### src/inc/drf_pkg.sv
package drf_pkg;

	// Bus geometry
	localparam int ADDR_W = 4;
	localparam int DATA_W = 32;
	localparam int BE_W = 4;

	// Register byte addresses
	localparam logic [ADDR_W-1:0] CONFIG_OFFSET = 4'h0;
	localparam logic [ADDR_W-1:0] CONTROL_OFFSET = 4'h4;
	localparam logic [ADDR_W-1:0] STATUS_OFFSET = 4'h8;
	localparam logic [ADDR_W-1:0] SWITCH_COUNT_OFFSET = 4'hC;

	// Reference / feedback configuration register
	localparam int REF_MODE_LSB = 6;
	localparam int REF_SEL_LSB = 4;
	localparam int FB_SEL_LSB = 2;
	localparam int REVERTIVE_BIT = 1;
	localparam int HITLESS_BIT = 0;
	localparam logic [7:0] CONFIG_RESET = 8'h04;

	// Reference selection modes
	localparam logic [1:0] REF_MODE_REGISTER = 2'h0;
	localparam logic [1:0] REF_MODE_PINS = 2'h1;
	localparam logic [1:0] REF_MODE_AUTO = 2'h2;
	localparam logic [1:0] REF_MODE_AUTO_ALT = 2'h3;

	// Feedback sources
	localparam logic [1:0] FB_SEL_EXTERNAL = 2'h0;
	localparam logic [1:0] FB_SEL_INTERNAL = 2'h1;

	// Control register
	localparam int DIV_OFF_BIT = 0;
	localparam int DEC_BW_LSB = 4;
	localparam int DEC_BW_W = 3;
	localparam logic [7:0] CONTROL_RESET = 8'h30;

	// Status register
	localparam int STATUS_ACTIVE_LSB = 0;
	localparam int STATUS_NO_REF_BIT = 2;
	localparam int STATUS_VALID_LSB = 4;

	// Reference inputs
	localparam int NUM_REFS = 4;
	localparam int REF_W = 2;
	localparam int GP_PIN_W = 2;
	localparam int COUNT_W = 8;

	typedef enum {
		BUS_IDLE,
		BUS_ACK
	} drf_bus_state_t;

endpackage

### src/hw/drf_auto_select.sv
`timescale 1ns/10ps
module drf_auto_select #(
	parameter int NUM_REFS = drf_pkg::NUM_REFS,
	parameter int REF_W = drf_pkg::REF_W
) (
	input wire logic [NUM_REFS-1:0] validRefs,
	input wire logic [REF_W-1:0] currentRef,
	input wire logic revertive,
	output logic [REF_W-1:0] nextRef,
	output logic anyValid
);
	import drf_pkg::*;

	logic [NUM_REFS-1:0] firstValid;
	logic [REF_W-1:0] bestRef;

	// Lowest index wins: index 0 has the highest priority
	genvar i;
	generate
		for (i = 0; i < NUM_REFS; i++) begin : g_first
			if (i == 0) begin : g_top
				assign firstValid[i] = validRefs[0];
			end else begin : g_rest
				assign firstValid[i] = validRefs[i] && !(|validRefs[i-1:0]);
			end
		end
	endgenerate

	assign anyValid = |validRefs;

	always_comb begin
		bestRef = '0;
		for (int k = 0; k < NUM_REFS; k++) begin
			if (firstValid[k]) begin
				bestRef = REF_W'(k);
			end
		end
	end

	always_comb begin
		if (!anyValid) begin
			// Nothing usable: stay put and let the loop ride through
			nextRef = currentRef;
		end else if (!validRefs[currentRef]) begin
			nextRef = bestRef;
		end else if (revertive && (bestRef < currentRef)) begin
			nextRef = bestRef;
		end else begin
			nextRef = currentRef;
		end
	end

endmodule

### src/hw/drf_ref_fb_select.sv
`timescale 1ns/10ps
module drf_ref_fb_select (
	input wire logic clk,
	input wire logic resetn,
	input wire logic [drf_pkg::ADDR_W-1:0] avsAddress,
	input wire logic avsRead,
	input wire logic avsWrite,
	input wire logic [drf_pkg::DATA_W-1:0] avsWriteData,
	input wire logic [drf_pkg::BE_W-1:0] avsByteEnable,
	output logic [drf_pkg::DATA_W-1:0] avsReadData,
	output logic avsWaitRequest,
	input wire logic [drf_pkg::GP_PIN_W-1:0] generalPurposePins,
	input wire logic [drf_pkg::NUM_REFS-1:0] refValid,
	output logic [drf_pkg::REF_W-1:0] activeRef,
	output logic noValidRef,
	output logic feedbackExternal,
	output logic feedbackDividerOff,
	output logic revertiveEnable,
	output logic hitlessEnable,
	output logic [drf_pkg::DEC_BW_W-1:0] switchDecimatorBandwidth,
	output logic hitlessSwitchPulse
);
	import drf_pkg::*;

	drf_bus_state_t busState_reg;
	logic avsWaitRequest_reg;
	logic [DATA_W-1:0] avsReadData_reg;
	logic [7:0] refFbConfig_reg;
	logic [7:0] refFbControl_reg;
	logic [COUNT_W-1:0] switchCount_reg;
	logic [GP_PIN_W-1:0] gpMeta_reg;
	logic [GP_PIN_W-1:0] gpSync_reg;
	logic [GP_PIN_W-1:0] gpPrev_reg;
	logic [NUM_REFS-1:0] validMeta_reg;
	logic [NUM_REFS-1:0] validSync_reg;
	logic [REF_W-1:0] activeRef_reg;
	logic [REF_W-1:0] activeRef_next;
	logic noValidRef_reg;
	logic feedbackExternal_reg;
	logic feedbackDividerOff_reg;
	logic revertiveEnable_reg;
	logic hitlessEnable_reg;
	logic [DEC_BW_W-1:0] switchDecimatorBandwidth_reg;
	logic hitlessSwitchPulse_reg;
	logic [DATA_W-1:0] readMux;
	logic busCommit;
	logic lowLaneWrite;
	logic [1:0] refMode;
	logic [1:0] feedbackSourceChoice;
	logic autoMode;
	logic [REF_W-1:0] autoRef;
	logic anyValid;
	logic refChange;

	assign refMode = refFbConfig_reg[REF_MODE_LSB+:2];
	assign feedbackSourceChoice = refFbConfig_reg[FB_SEL_LSB+:2];
	assign autoMode = (refMode == REF_MODE_AUTO) || (refMode == REF_MODE_AUTO_ALT);

	// Pins and monitor flags come from other clock domains
	always_ff @(posedge clk or negedge resetn) begin
		if (!resetn) begin
			gpMeta_reg <= '0;
			gpSync_reg <= '0;
			gpPrev_reg <= '0;
			validMeta_reg <= '0;
			validSync_reg <= '0;
		end else begin
			gpMeta_reg <= generalPurposePins;
			gpSync_reg <= gpMeta_reg;
			gpPrev_reg <= gpSync_reg;
			validMeta_reg <= refValid;
			validSync_reg <= validMeta_reg;
		end
	end

	// Bus handshake: one wait cycle, then a single-cycle acknowledge
	always_ff @(posedge clk or negedge resetn) begin
		if (!resetn) begin
			busState_reg <= BUS_IDLE;
		end else begin
			case (busState_reg)
				BUS_IDLE: begin
					if (avsRead || avsWrite) begin
						busState_reg <= BUS_ACK;
					end
				end
				BUS_ACK: begin
					busState_reg <= BUS_IDLE;
				end
				default: begin
					busState_reg <= BUS_IDLE;
				end
			endcase
		end
	end

	always_ff @(posedge clk or negedge resetn) begin
		if (!resetn) begin
			avsWaitRequest_reg <= 1'b1;
		end else begin
			avsWaitRequest_reg <= !((busState_reg == BUS_IDLE) && (avsRead || avsWrite));
		end
	end

	assign busCommit = (busState_reg == BUS_ACK);
	assign lowLaneWrite = busCommit && avsWrite && avsByteEnable[0];

	always_comb begin
		readMux = '0;
		if (avsAddress == CONFIG_OFFSET) begin
			readMux[7:0] = refFbConfig_reg;
		end else if (avsAddress == CONTROL_OFFSET) begin
			readMux[7:0] = refFbControl_reg;
		end else if (avsAddress == STATUS_OFFSET) begin
			readMux[STATUS_ACTIVE_LSB+:REF_W] = activeRef_reg;
			readMux[STATUS_NO_REF_BIT] = noValidRef_reg;
			readMux[STATUS_VALID_LSB+:NUM_REFS] = validSync_reg;
		end else if (avsAddress == SWITCH_COUNT_OFFSET) begin
			readMux[COUNT_W-1:0] = switchCount_reg;
		end else begin
			readMux = '0;
		end
	end

	// Read data is held until the next read request so it is stable at the acknowledge
	always_ff @(posedge clk or negedge resetn) begin
		if (!resetn) begin
			avsReadData_reg <= '0;
		end else if ((busState_reg == BUS_IDLE) && avsRead) begin
			avsReadData_reg <= readMux;
		end
	end

	always_ff @(posedge clk or negedge resetn) begin
		if (!resetn) begin
			refFbConfig_reg <= CONFIG_RESET;
		end else if (lowLaneWrite && (avsAddress == CONFIG_OFFSET)) begin
			refFbConfig_reg <= avsWriteData[7:0];
		end
	end

	always_ff @(posedge clk or negedge resetn) begin
		if (!resetn) begin
			refFbControl_reg <= CONTROL_RESET;
		end else if (lowLaneWrite && (avsAddress == CONTROL_OFFSET)) begin
			refFbControl_reg <= avsWriteData[7:0];
		end
	end

	drf_auto_select #(
		.NUM_REFS(NUM_REFS),
		.REF_W(REF_W)
	) u_auto_select (
		.validRefs(validSync_reg),
		.currentRef(activeRef_reg),
		.revertive(refFbConfig_reg[REVERTIVE_BIT]),
		.nextRef(autoRef),
		.anyValid(anyValid)
	);

	always_comb begin
		if (refMode == REF_MODE_REGISTER) begin
			activeRef_next = refFbConfig_reg[REF_SEL_LSB+:REF_W];
		end else if (refMode == REF_MODE_PINS) begin
			// Pin bits resolve one by one; an index is used only once two samples agree, so a one-cycle skew passes no third index
			activeRef_next = (gpSync_reg == gpPrev_reg) ? gpSync_reg : activeRef_reg;
		end else begin
			activeRef_next = autoRef;
		end
	end

	assign refChange = (activeRef_next != activeRef_reg);

	always_ff @(posedge clk or negedge resetn) begin
		if (!resetn) begin
			activeRef_reg <= '0;
			noValidRef_reg <= 1'b1;
		end else begin
			activeRef_reg <= activeRef_next;
			noValidRef_reg <= !anyValid;
		end
	end

	// Saturating count of reference changes; a write clears it, a change in the same cycle is counted after the clear, leaving 1
	always_ff @(posedge clk or negedge resetn) begin
		if (!resetn) begin
			switchCount_reg <= '0;
		end else if (refChange) begin
			if (lowLaneWrite && (avsAddress == SWITCH_COUNT_OFFSET)) begin
				switchCount_reg <= COUNT_W'(1);
			end else if (switchCount_reg != '1) begin
				switchCount_reg <= switchCount_reg + COUNT_W'(1);
			end
		end else if (lowLaneWrite && (avsAddress == SWITCH_COUNT_OFFSET)) begin
			switchCount_reg <= '0;
		end
	end

	always_ff @(posedge clk or negedge resetn) begin
		if (!resetn) begin
			feedbackExternal_reg <= 1'b0;
			feedbackDividerOff_reg <= 1'b0;
		end else begin
			feedbackExternal_reg <= (feedbackSourceChoice == FB_SEL_EXTERNAL);
			// Internal feedback needs its divider, so the off request is masked
			feedbackDividerOff_reg <= (feedbackSourceChoice == FB_SEL_EXTERNAL)
				&& refFbControl_reg[DIV_OFF_BIT];
		end
	end

	always_ff @(posedge clk or negedge resetn) begin
		if (!resetn) begin
			revertiveEnable_reg <= 1'b0;
			hitlessEnable_reg <= 1'b0;
			switchDecimatorBandwidth_reg <= '0;
			hitlessSwitchPulse_reg <= 1'b0;
		end else begin
			revertiveEnable_reg <= refFbConfig_reg[REVERTIVE_BIT];
			hitlessEnable_reg <= refFbConfig_reg[HITLESS_BIT];
			switchDecimatorBandwidth_reg <= refFbConfig_reg[HITLESS_BIT]
				? refFbControl_reg[DEC_BW_LSB+:DEC_BW_W] : '0;
			hitlessSwitchPulse_reg <= refFbConfig_reg[HITLESS_BIT] && refChange;
		end
	end

	assign avsReadData = avsReadData_reg;
	assign avsWaitRequest = avsWaitRequest_reg;
	assign activeRef = activeRef_reg;
	assign noValidRef = noValidRef_reg;
	assign feedbackExternal = feedbackExternal_reg;
	assign feedbackDividerOff = feedbackDividerOff_reg;
	assign revertiveEnable = revertiveEnable_reg;
	assign hitlessEnable = hitlessEnable_reg;
	assign switchDecimatorBandwidth = switchDecimatorBandwidth_reg;
	assign hitlessSwitchPulse = hitlessSwitchPulse_reg;

	// Checks
	logic [NUM_REFS-1:0] validPast_reg;

	always_ff @(posedge clk or negedge resetn) begin
		if (!resetn) begin
			validPast_reg <= '0;
		end else begin
			validPast_reg <= validSync_reg;
		end
	end
endmodule

### config.mk
export PLATFORM = sky130hd
export DESIGN_NAME = drf_ref_fb_select
export DESIGN_NICKNAME = d
export VERILOG_FILES = /design/src/inc/drf_pkg.sv /design/src/hw/drf_auto_select.sv /design/src/hw/drf_ref_fb_select.sv
export SDC_FILE = /design/constraint.sdc
export NUM_CORES = 1
export LEC_CHECK = 0
export ABC_AREA = 1
export ABC_CLOCK_PERIOD_IN_PS = 2100
export BUFFER_PORTS_ARGS = -buffer_cell sky130_fd_sc_hd__buf_2
export CAP_MARGIN = 20
export CORE_UTILIZATION = 45
export CTS_CLUSTER_SIZE = 40
export DETAILED_ROUTE_END_ITERATION = 12
export PLACE_DENSITY = 0.85
export SLEW_MARGIN = 20
export SYNTH_ARGS = -nofsm -noshare
export SYNTH_HDL_FRONTEND = slang
export SYNTH_SLANG_ARGS = --single-unit
export TNS_END_PERCENT = 30
### constraint.sdc
create_clock -name clk -period 2.1 [get_ports clk]
set_clock_uncertainty 0.15 [all_clocks]
set_input_delay 0.21 -clock clk [delete_from_list [all_inputs] [get_ports clk]]
set_output_delay 0.21 -clock clk [all_outputs]
set_load 0.01 [all_outputs]
==> impl_metrics.toml, run 1 <==
[run_status]
outcome = "finished with violations"
violations = "negative setup slack"

[setup_path]
critical_path_buf_inv_count = 1
crit_path_top_delay_cell = "dfrtp_1"
critPathArrivalTime_ns = 2.36
cpMostUsedCell = "nand2_2"
setup.worst_path.start_class = "register"
max_stage_delay_ns = 0.38
crit_family = "simple AND/OR/NAND/NOR gates"
path_cells = "nor2_1 > inv_1 > a21oi_2 > ha_1 > nand2_1 > nand2_1 > nand2_2 > nand2_2 > nand2_1 > nand2_2 > nand2_2 > nand2_2 > nand2_2 > nand2_8 > nand2_8 > nand3_2 > nand2_2"
regToRegSetupSlack_ns = -0.13
end_kind = "register"
cp_max_fo = 8
worstSetupPathType = "reg -> reg"
required_ns = 2.23

[worst_hold_path]
worstHoldPathType = "in -> reg"

[layout]
final_util = 0.593
nets = 446
final_common_cell = "nand2_1"
mostFrequentLayoutCells = "nand2_1 (57), dfrtp_1 (54), inv_1 (47), buf_2 (42), o21ai_0 (26)"
nFillCells = 510
antenna_cells = 0
drive_gt1_frac = 0.276
syn_to_final_growth_pct = 26.6

[floorplan]
initial_utilization = 0.469
die_y_um = 80.8
dieArea_um2 = 6520
coreArea_um2 = 5960
io_pins = 94
core.rowCount = 28
die_x_um = 80.8

[synth]
async_flop_share = 1.00
synth_cell_types = 33
netlist_instances = 313
syn_area_per_cell_um2 = 8.92
ys_ff_latch = 59
yosysSeqAreaShare = 0.531
synthFlopType = "dfrtp_1"
synth_enable_flop_cells = 0
yosysTopAreaCell = "dfrtp_1"
yosysTopAreaCellShare = 0.484
synth_area_um2 = 2790
ys_warn_count = 0
synth_area_leaders = "dfrtp_1 (48%), nand2_1 (8.7%), buf_4 (6.5%)"

[timing]
setup_slack_ns = -0.134
max_freq_mhz = 448
rsz0062_at_grt = "true"
fin_crit_ns = 2.23
setup_violations = 9
finalHoldViolCount = 0
post-route-period-util = 1.06
worstMarginPinSlew_ns = 0.649
relSlewSlack = 0.567
finalMaxSlewViolations = 0

[cts]
root_buffer = "clkbuf_8"
clk_latency_ns = 0.34
numCtsBuffers = 9
cts_buffer_depth = 2
clk_pin_slew_ns = 0.07
cts.htree.levels = 3
cts_tree = "built"
clock-sinks = 59

[placed_design]
gp_congestion = 0.853
pre_cts_ws_ns = -0.117
dp_hpwl_um = 3970
io_buffers = 42

[global_route]
grt_pass1_vias = 2042
antenna_found_initial = 0
overflow = 0
grt_use_total = 0.192
grt_start_max_net_pins = 60
grt_pass1_wl_um = 9290

[power]
cellLeakagePower_nw = 1.81
power_per_cell_area_nw_per_um2 = 963
ir_drop_mv = 0.486

[detailed_routing]
wirelength_um = 6350
drtIter0Drc = 163
dr.pass1.iters = 6
drc = 0
ant_nets = 0
via_per_inst = 5.04
wl_per_cell_um = 13.4
vias = 2387

[job]
cap_violations = 0
per-stage QoR:
stage / cells / hold WS, ns / setup TNS, ns / total power, W / area (um^2)
after detailed placement: 437 / 0.0852 / -0.624 / 0.00225 / 3080
after floorplan: 336 / -0.236 / 0 / 0.00199 / 2880
final: 474 / 0.0147 / -0.941 / 0.00340 / 3530
after CTS: 467 / 0.00237 / -0.190 / 0.00321 / 3410
after global placement: 437 / 0.0839 / -0.250 / 0.00221 / 3080
after global routing: 474 / 0.0340 / -2.52 / 0.00360 / 3530
cells by family (layout without fill, tap and decap cells):
family | after synthesis | after routing | synth area share
and+or+nand+nor | 120 | 121 | 0.203
DFF | 59 | 59 | 0.531
buffers and inverters | 77 | 139 | 0.136
other | 1 | 24 | 0.00134
AOI/OAI and AO/OA | 49 | 49 | 0.103
xor gates and xnor gates | 5 | 5 | 0.0157
adders and majority gates | 2 | 2 | 0.00896
worst reg2reg max path: stages, from the launching register on:
cell and delay (ns):
dfrtp_1 0.38, nor2_1 0.10, inv_1 0.07, a21oi_2 0.15, ha_1 0.25, nand2_1 0.06
nand2_1 0.06, nand2_2 0.09, nand2_2 0.07, nand2_1 0.07, nand2_2 0.06, nand2_2 0.08
nand2_2 0.05, nand2_2 0.14, nand2_8 0.09, nand2_8 0.11, nand3_2 0.09, nand2_2 0.11
layer usage:
metal	routed length [um]	vias up	track usage
li1	-	1120	-
met1	2540	1131	0.236
met2	3210	124	0.318
met3	480	12	0.0573
met4	125	0	0.0750
met5	0	-	0
report_power, final:
part	switching, W	internal (W)
combinational	0.000613	0.000427
sequential	0.000130	0.00130
clock	0.000445	0.000488
total	0.00119	0.00221
synth_stat cells (2+ instances only):
master and instances:
inv_2 2, nor3_1 5, buf_4 24, a21oi_1 4, a31oi_1 4, xnor2_1 2, nand3_1 11, clkbuf_1 2
nor2_1 17, nand4_1 7, ha_1 2, nand3_2 5, dfrtp_1 54, inv_1 47, dfstp_2 5, nand2_1 65
xor2_1 3, o21ai_0 26, a221oi_1 5, nand2_2 5, o22ai_1 6
final timing paths:
kind / start / endpoint / cells after the start
min in group asynchronous: resetn / switchDecimatorBandwidth[2] / 3
worst min register to register: validMeta_reg[1] / validSync_reg[1] / 0
worst max-delay path: validSync_reg[1] / switchCount_reg[3] / 17
worst max register to register: validSync_reg[1] / switchCount_reg[3] / 17
worst min-delay path: avsWriteData[0] / refFbControl_reg[0] / 3
max in group asynchronous: resetn / refFbConfig_reg[2] / 3
cell type report:
| cell class | count | area, um^2 | area share |
|---|---|---|---|
| multi-input cells | 201 | 1090 | 0.309 |
| inverters | 50 | 188 | 0.0531 |
| flip-flops and latches | 59 | 1480 | 0.420 |
| clock inverters | 4 | 25.0 | 0.00708 |
| clock buffers | 12 | 155 | 0.0439 |
| well taps | 75 | 93.8 | 0.0266 |
| repair buffers | 73 | 498 | 0.141 |
repair_timing:
item,in CTS,in global routing
buffers inserted,0,6
gates resized for setup,1,18
cloned,0,1
endpoints found under the hold margin,72,0
pin swaps,0,14
endpoints found under the setup margin,8,9
hold buffers,14,0
Power figures use the tool's default switching activity.
==> run 2, diff against run 1 <==
--- a/config.mk
+++ b/config.mk
@@ -13,6 +13,7 @@
 export CTS_CLUSTER_SIZE = 40
 export DETAILED_ROUTE_END_ITERATION = 12
 export PLACE_DENSITY = 0.85
+export SETUP_SLACK_MARGIN = 0.15
 export SLEW_MARGIN = 20
 export SYNTH_ARGS = -nofsm -noshare
 export SYNTH_HDL_FRONTEND = slang
==> run 2 against run 1 <==
Effect of this change: the flow still finishes with violations (negative setup slack); die area unchanged; via count decreased by 4.4%; register-to-register slack improved by 0.05 ns; worst setup slack improved by 0.049 ns; utilization increased by 0.17 points; cell count decreased by 0.84%; total power increased by 4.0%; global-route usage increased by 0.56 points; final area increased by 0.28%; first-iteration DRC count increased by 8.6%; critical endpoint is now switchCount_reg[6]; largest cell class unchanged; highest routed layer unchanged.
==> impl_metrics.toml, run 2 (synthesized netlist as in run 1, its figures left out) <==
[run_status]
outcome = "finished with violations"
violations = "negative setup slack"

[setup_path]
crit_family = "simple AND/OR/NAND/NOR gates"
cp_max_fo = 8
setup.worst_path.start = "validSync_reg[0]"
worstSetupPathType = "reg -> reg"
path_cells = "nor2_1 > inv_1 > a21oi_2 > ha_1 > nand2_1 > nand2_1 > nand2_2 > nand2_2 > nand2_1 > nand2_1 > nand2_1 > nand2_2 > nand2_4 > nand2_8 > nand2_8 > nand3_2 > nand2_1"
max_stage_delay_ns = 0.38
critical_path_buf_inv_count = 1
required_ns = 2.23
r2r_start = "validSync_reg[0]"
crit_path_top_delay_cell = "dfrtp_1"
setup.worst_path.start_class = "register"
end_kind = "register"
cpMostUsedCell = "nand2_1"
critPathArrivalTime_ns = 2.31

[timing]
relSlewSlack = 0.598
post-route-period-util = 1.04
rsz0062_at_grt = "true"
finalHoldViolCount = 0
finalMaxSlewViolations = 0
setup_violations = 8
setup_slack_ns = -0.0846
fin_tns_setup_ns = -0.484
max_freq_mhz = 458
fin_crit_ns = 2.18
worstMarginPinSlew_ns = 0.603

[global_route]
grt_use_total = 0.198
antenna_found_initial = 1
overflow = 0
grt_pass1_wl_um = 9590
grt_start_max_net_pins = 34
grt_pass1_vias = 2154

[cts]
root_buffer = "clkbuf_8"
clk_latency_ns = 0.35
cts_buffer_depth = 2
numCtsBuffers = 9
cts.htree.levels = 3
clock-sinks = 59
cts_tree = "built"
clk_pin_slew_ns = 0.07

[placed_design]
gp_congestion = 0.896
pre_cts_ws_ns = -0.0604
io_buffers = 42
dp_hpwl_um = 4000

[layout]
drive_gt1_frac = 0.253
mostFrequentLayoutCells = "nand2_1 (62), dfrtp_1 (54), inv_1 (47), buf_2 (42), o21ai_0 (26)"
multi_input_area_um2 = 1080
nFillCells = 512
antenna_cells = 0
final_common_cell = "nand2_1"
regArea_um2 = 1480
syn_to_final_growth_pct = 26.9
nets = 442
final_util = 0.595

[power]
cellLeakagePower_nw = 1.81
ir_drop_mv = 0.515
power_per_cell_area_nw_per_um2 = 999

[job]
cap_violations = 0

[detailed_routing]
drtIter0Drc = 177
via_per_inst = 4.86
dr.pass1.iters = 5
ant_nets = 0
drc = 0
wirelength_um = 5870
wl_per_cell_um = 12.5
vias = 2283

[floorplan]
coreArea_um2 = 5960
io_pins = 94
die_x_um = 80.8
core.rowCount = 28
dieArea_um2 = 6520
die_y_um = 80.8
initial_utilization = 0.469

[worst_hold_path]
worst_hold_startpoint = "avsWrite"
worstHoldPathType = "in -> reg"
[run 2: cell types whose count changed in the layout (fill, tap and decap cells not counted), sizes merged]
cell and change:
buf -7, bufinv +2, clkbuf -1, clkinv -2, dlygate4sd3 +3, inv +1
[run 2: cell type report]
class,count,share of cell area
inverter,50,0.0530
sequential,59,0.418
timing repair buffer,69,0.132
tap,75,0.0265
clock inverter,5,0.0237
multi-input combinational,201,0.304
clock buffer,11,0.0427
[run 2: timing repair]
item / 4_1_cts / 5_1_grt
gates resized for setup: 8 / 3
pin swaps: 10 / 9
hold buffers: 17 / 0
cloned: 1 / 0
setup endpoints to repair: 8 / 9
buffers inserted: 2 / 2
endpoints found under the hold margin: 46 / 0
[run 2: per-stage QoR]
step           cell area (um^2)  std cells  total power, W  hold slack, ns
2_1_floorplan              2880        336         0.00199          -0.236
3_3_place_gp               3050        432         0.00217          0.0921
3_5_place_dp               3050        432         0.00222          0.0980
4_1_cts                    3520        468         0.00353       0.0000343
5_1_grt                    3540        470         0.00373          0.0154
6_report                   3540        470         0.00354          0.0131
[run 2: path summary, 6_finish.rpt]
kind | endpoint | slack, ns | depth (start not counted)
hold reg to reg | validSync_reg[1] | 0.20 | 0
max in group asynchronous | refFbControl_reg[4] | 0.89 | 3
setup / recovery | switchCount_reg[6] | -0.08 | 17
setup reg to reg | switchCount_reg[6] | -0.08 | 17
hold / removal | busState_reg[0] | 0.01 | 3
min in group asynchronous | hitlessEnable | 0.26 | 2
[run 2: report_power, final]
group / leakage (nW) / switching [W] / internal (W) / total, W
combinational: 0.956 / 0.000559 / 0.000358 / 0.000917
sequential: 0.744 / 0.000131 / 0.00130 / 0.00143
clock: 0.112 / 0.000455 / 0.000736 / 0.00119
total: 1.81 / 0.00114 / 0.00239 / 0.00354
[run 2: tightest hold or removal path: stages]
cell and delay [ns]:
buf_2 0.09, o21ai_0 0.11, inv_1 0.06
[run 2: per-layer routing]
metal  vias up  track usage  share of wire
li1       1116            -              -
met1      1071        0.231           0.42
met2        85        0.327           0.50
met3        11       0.0764          0.066
met4         0       0.0804          0.019
met5         -            0              0
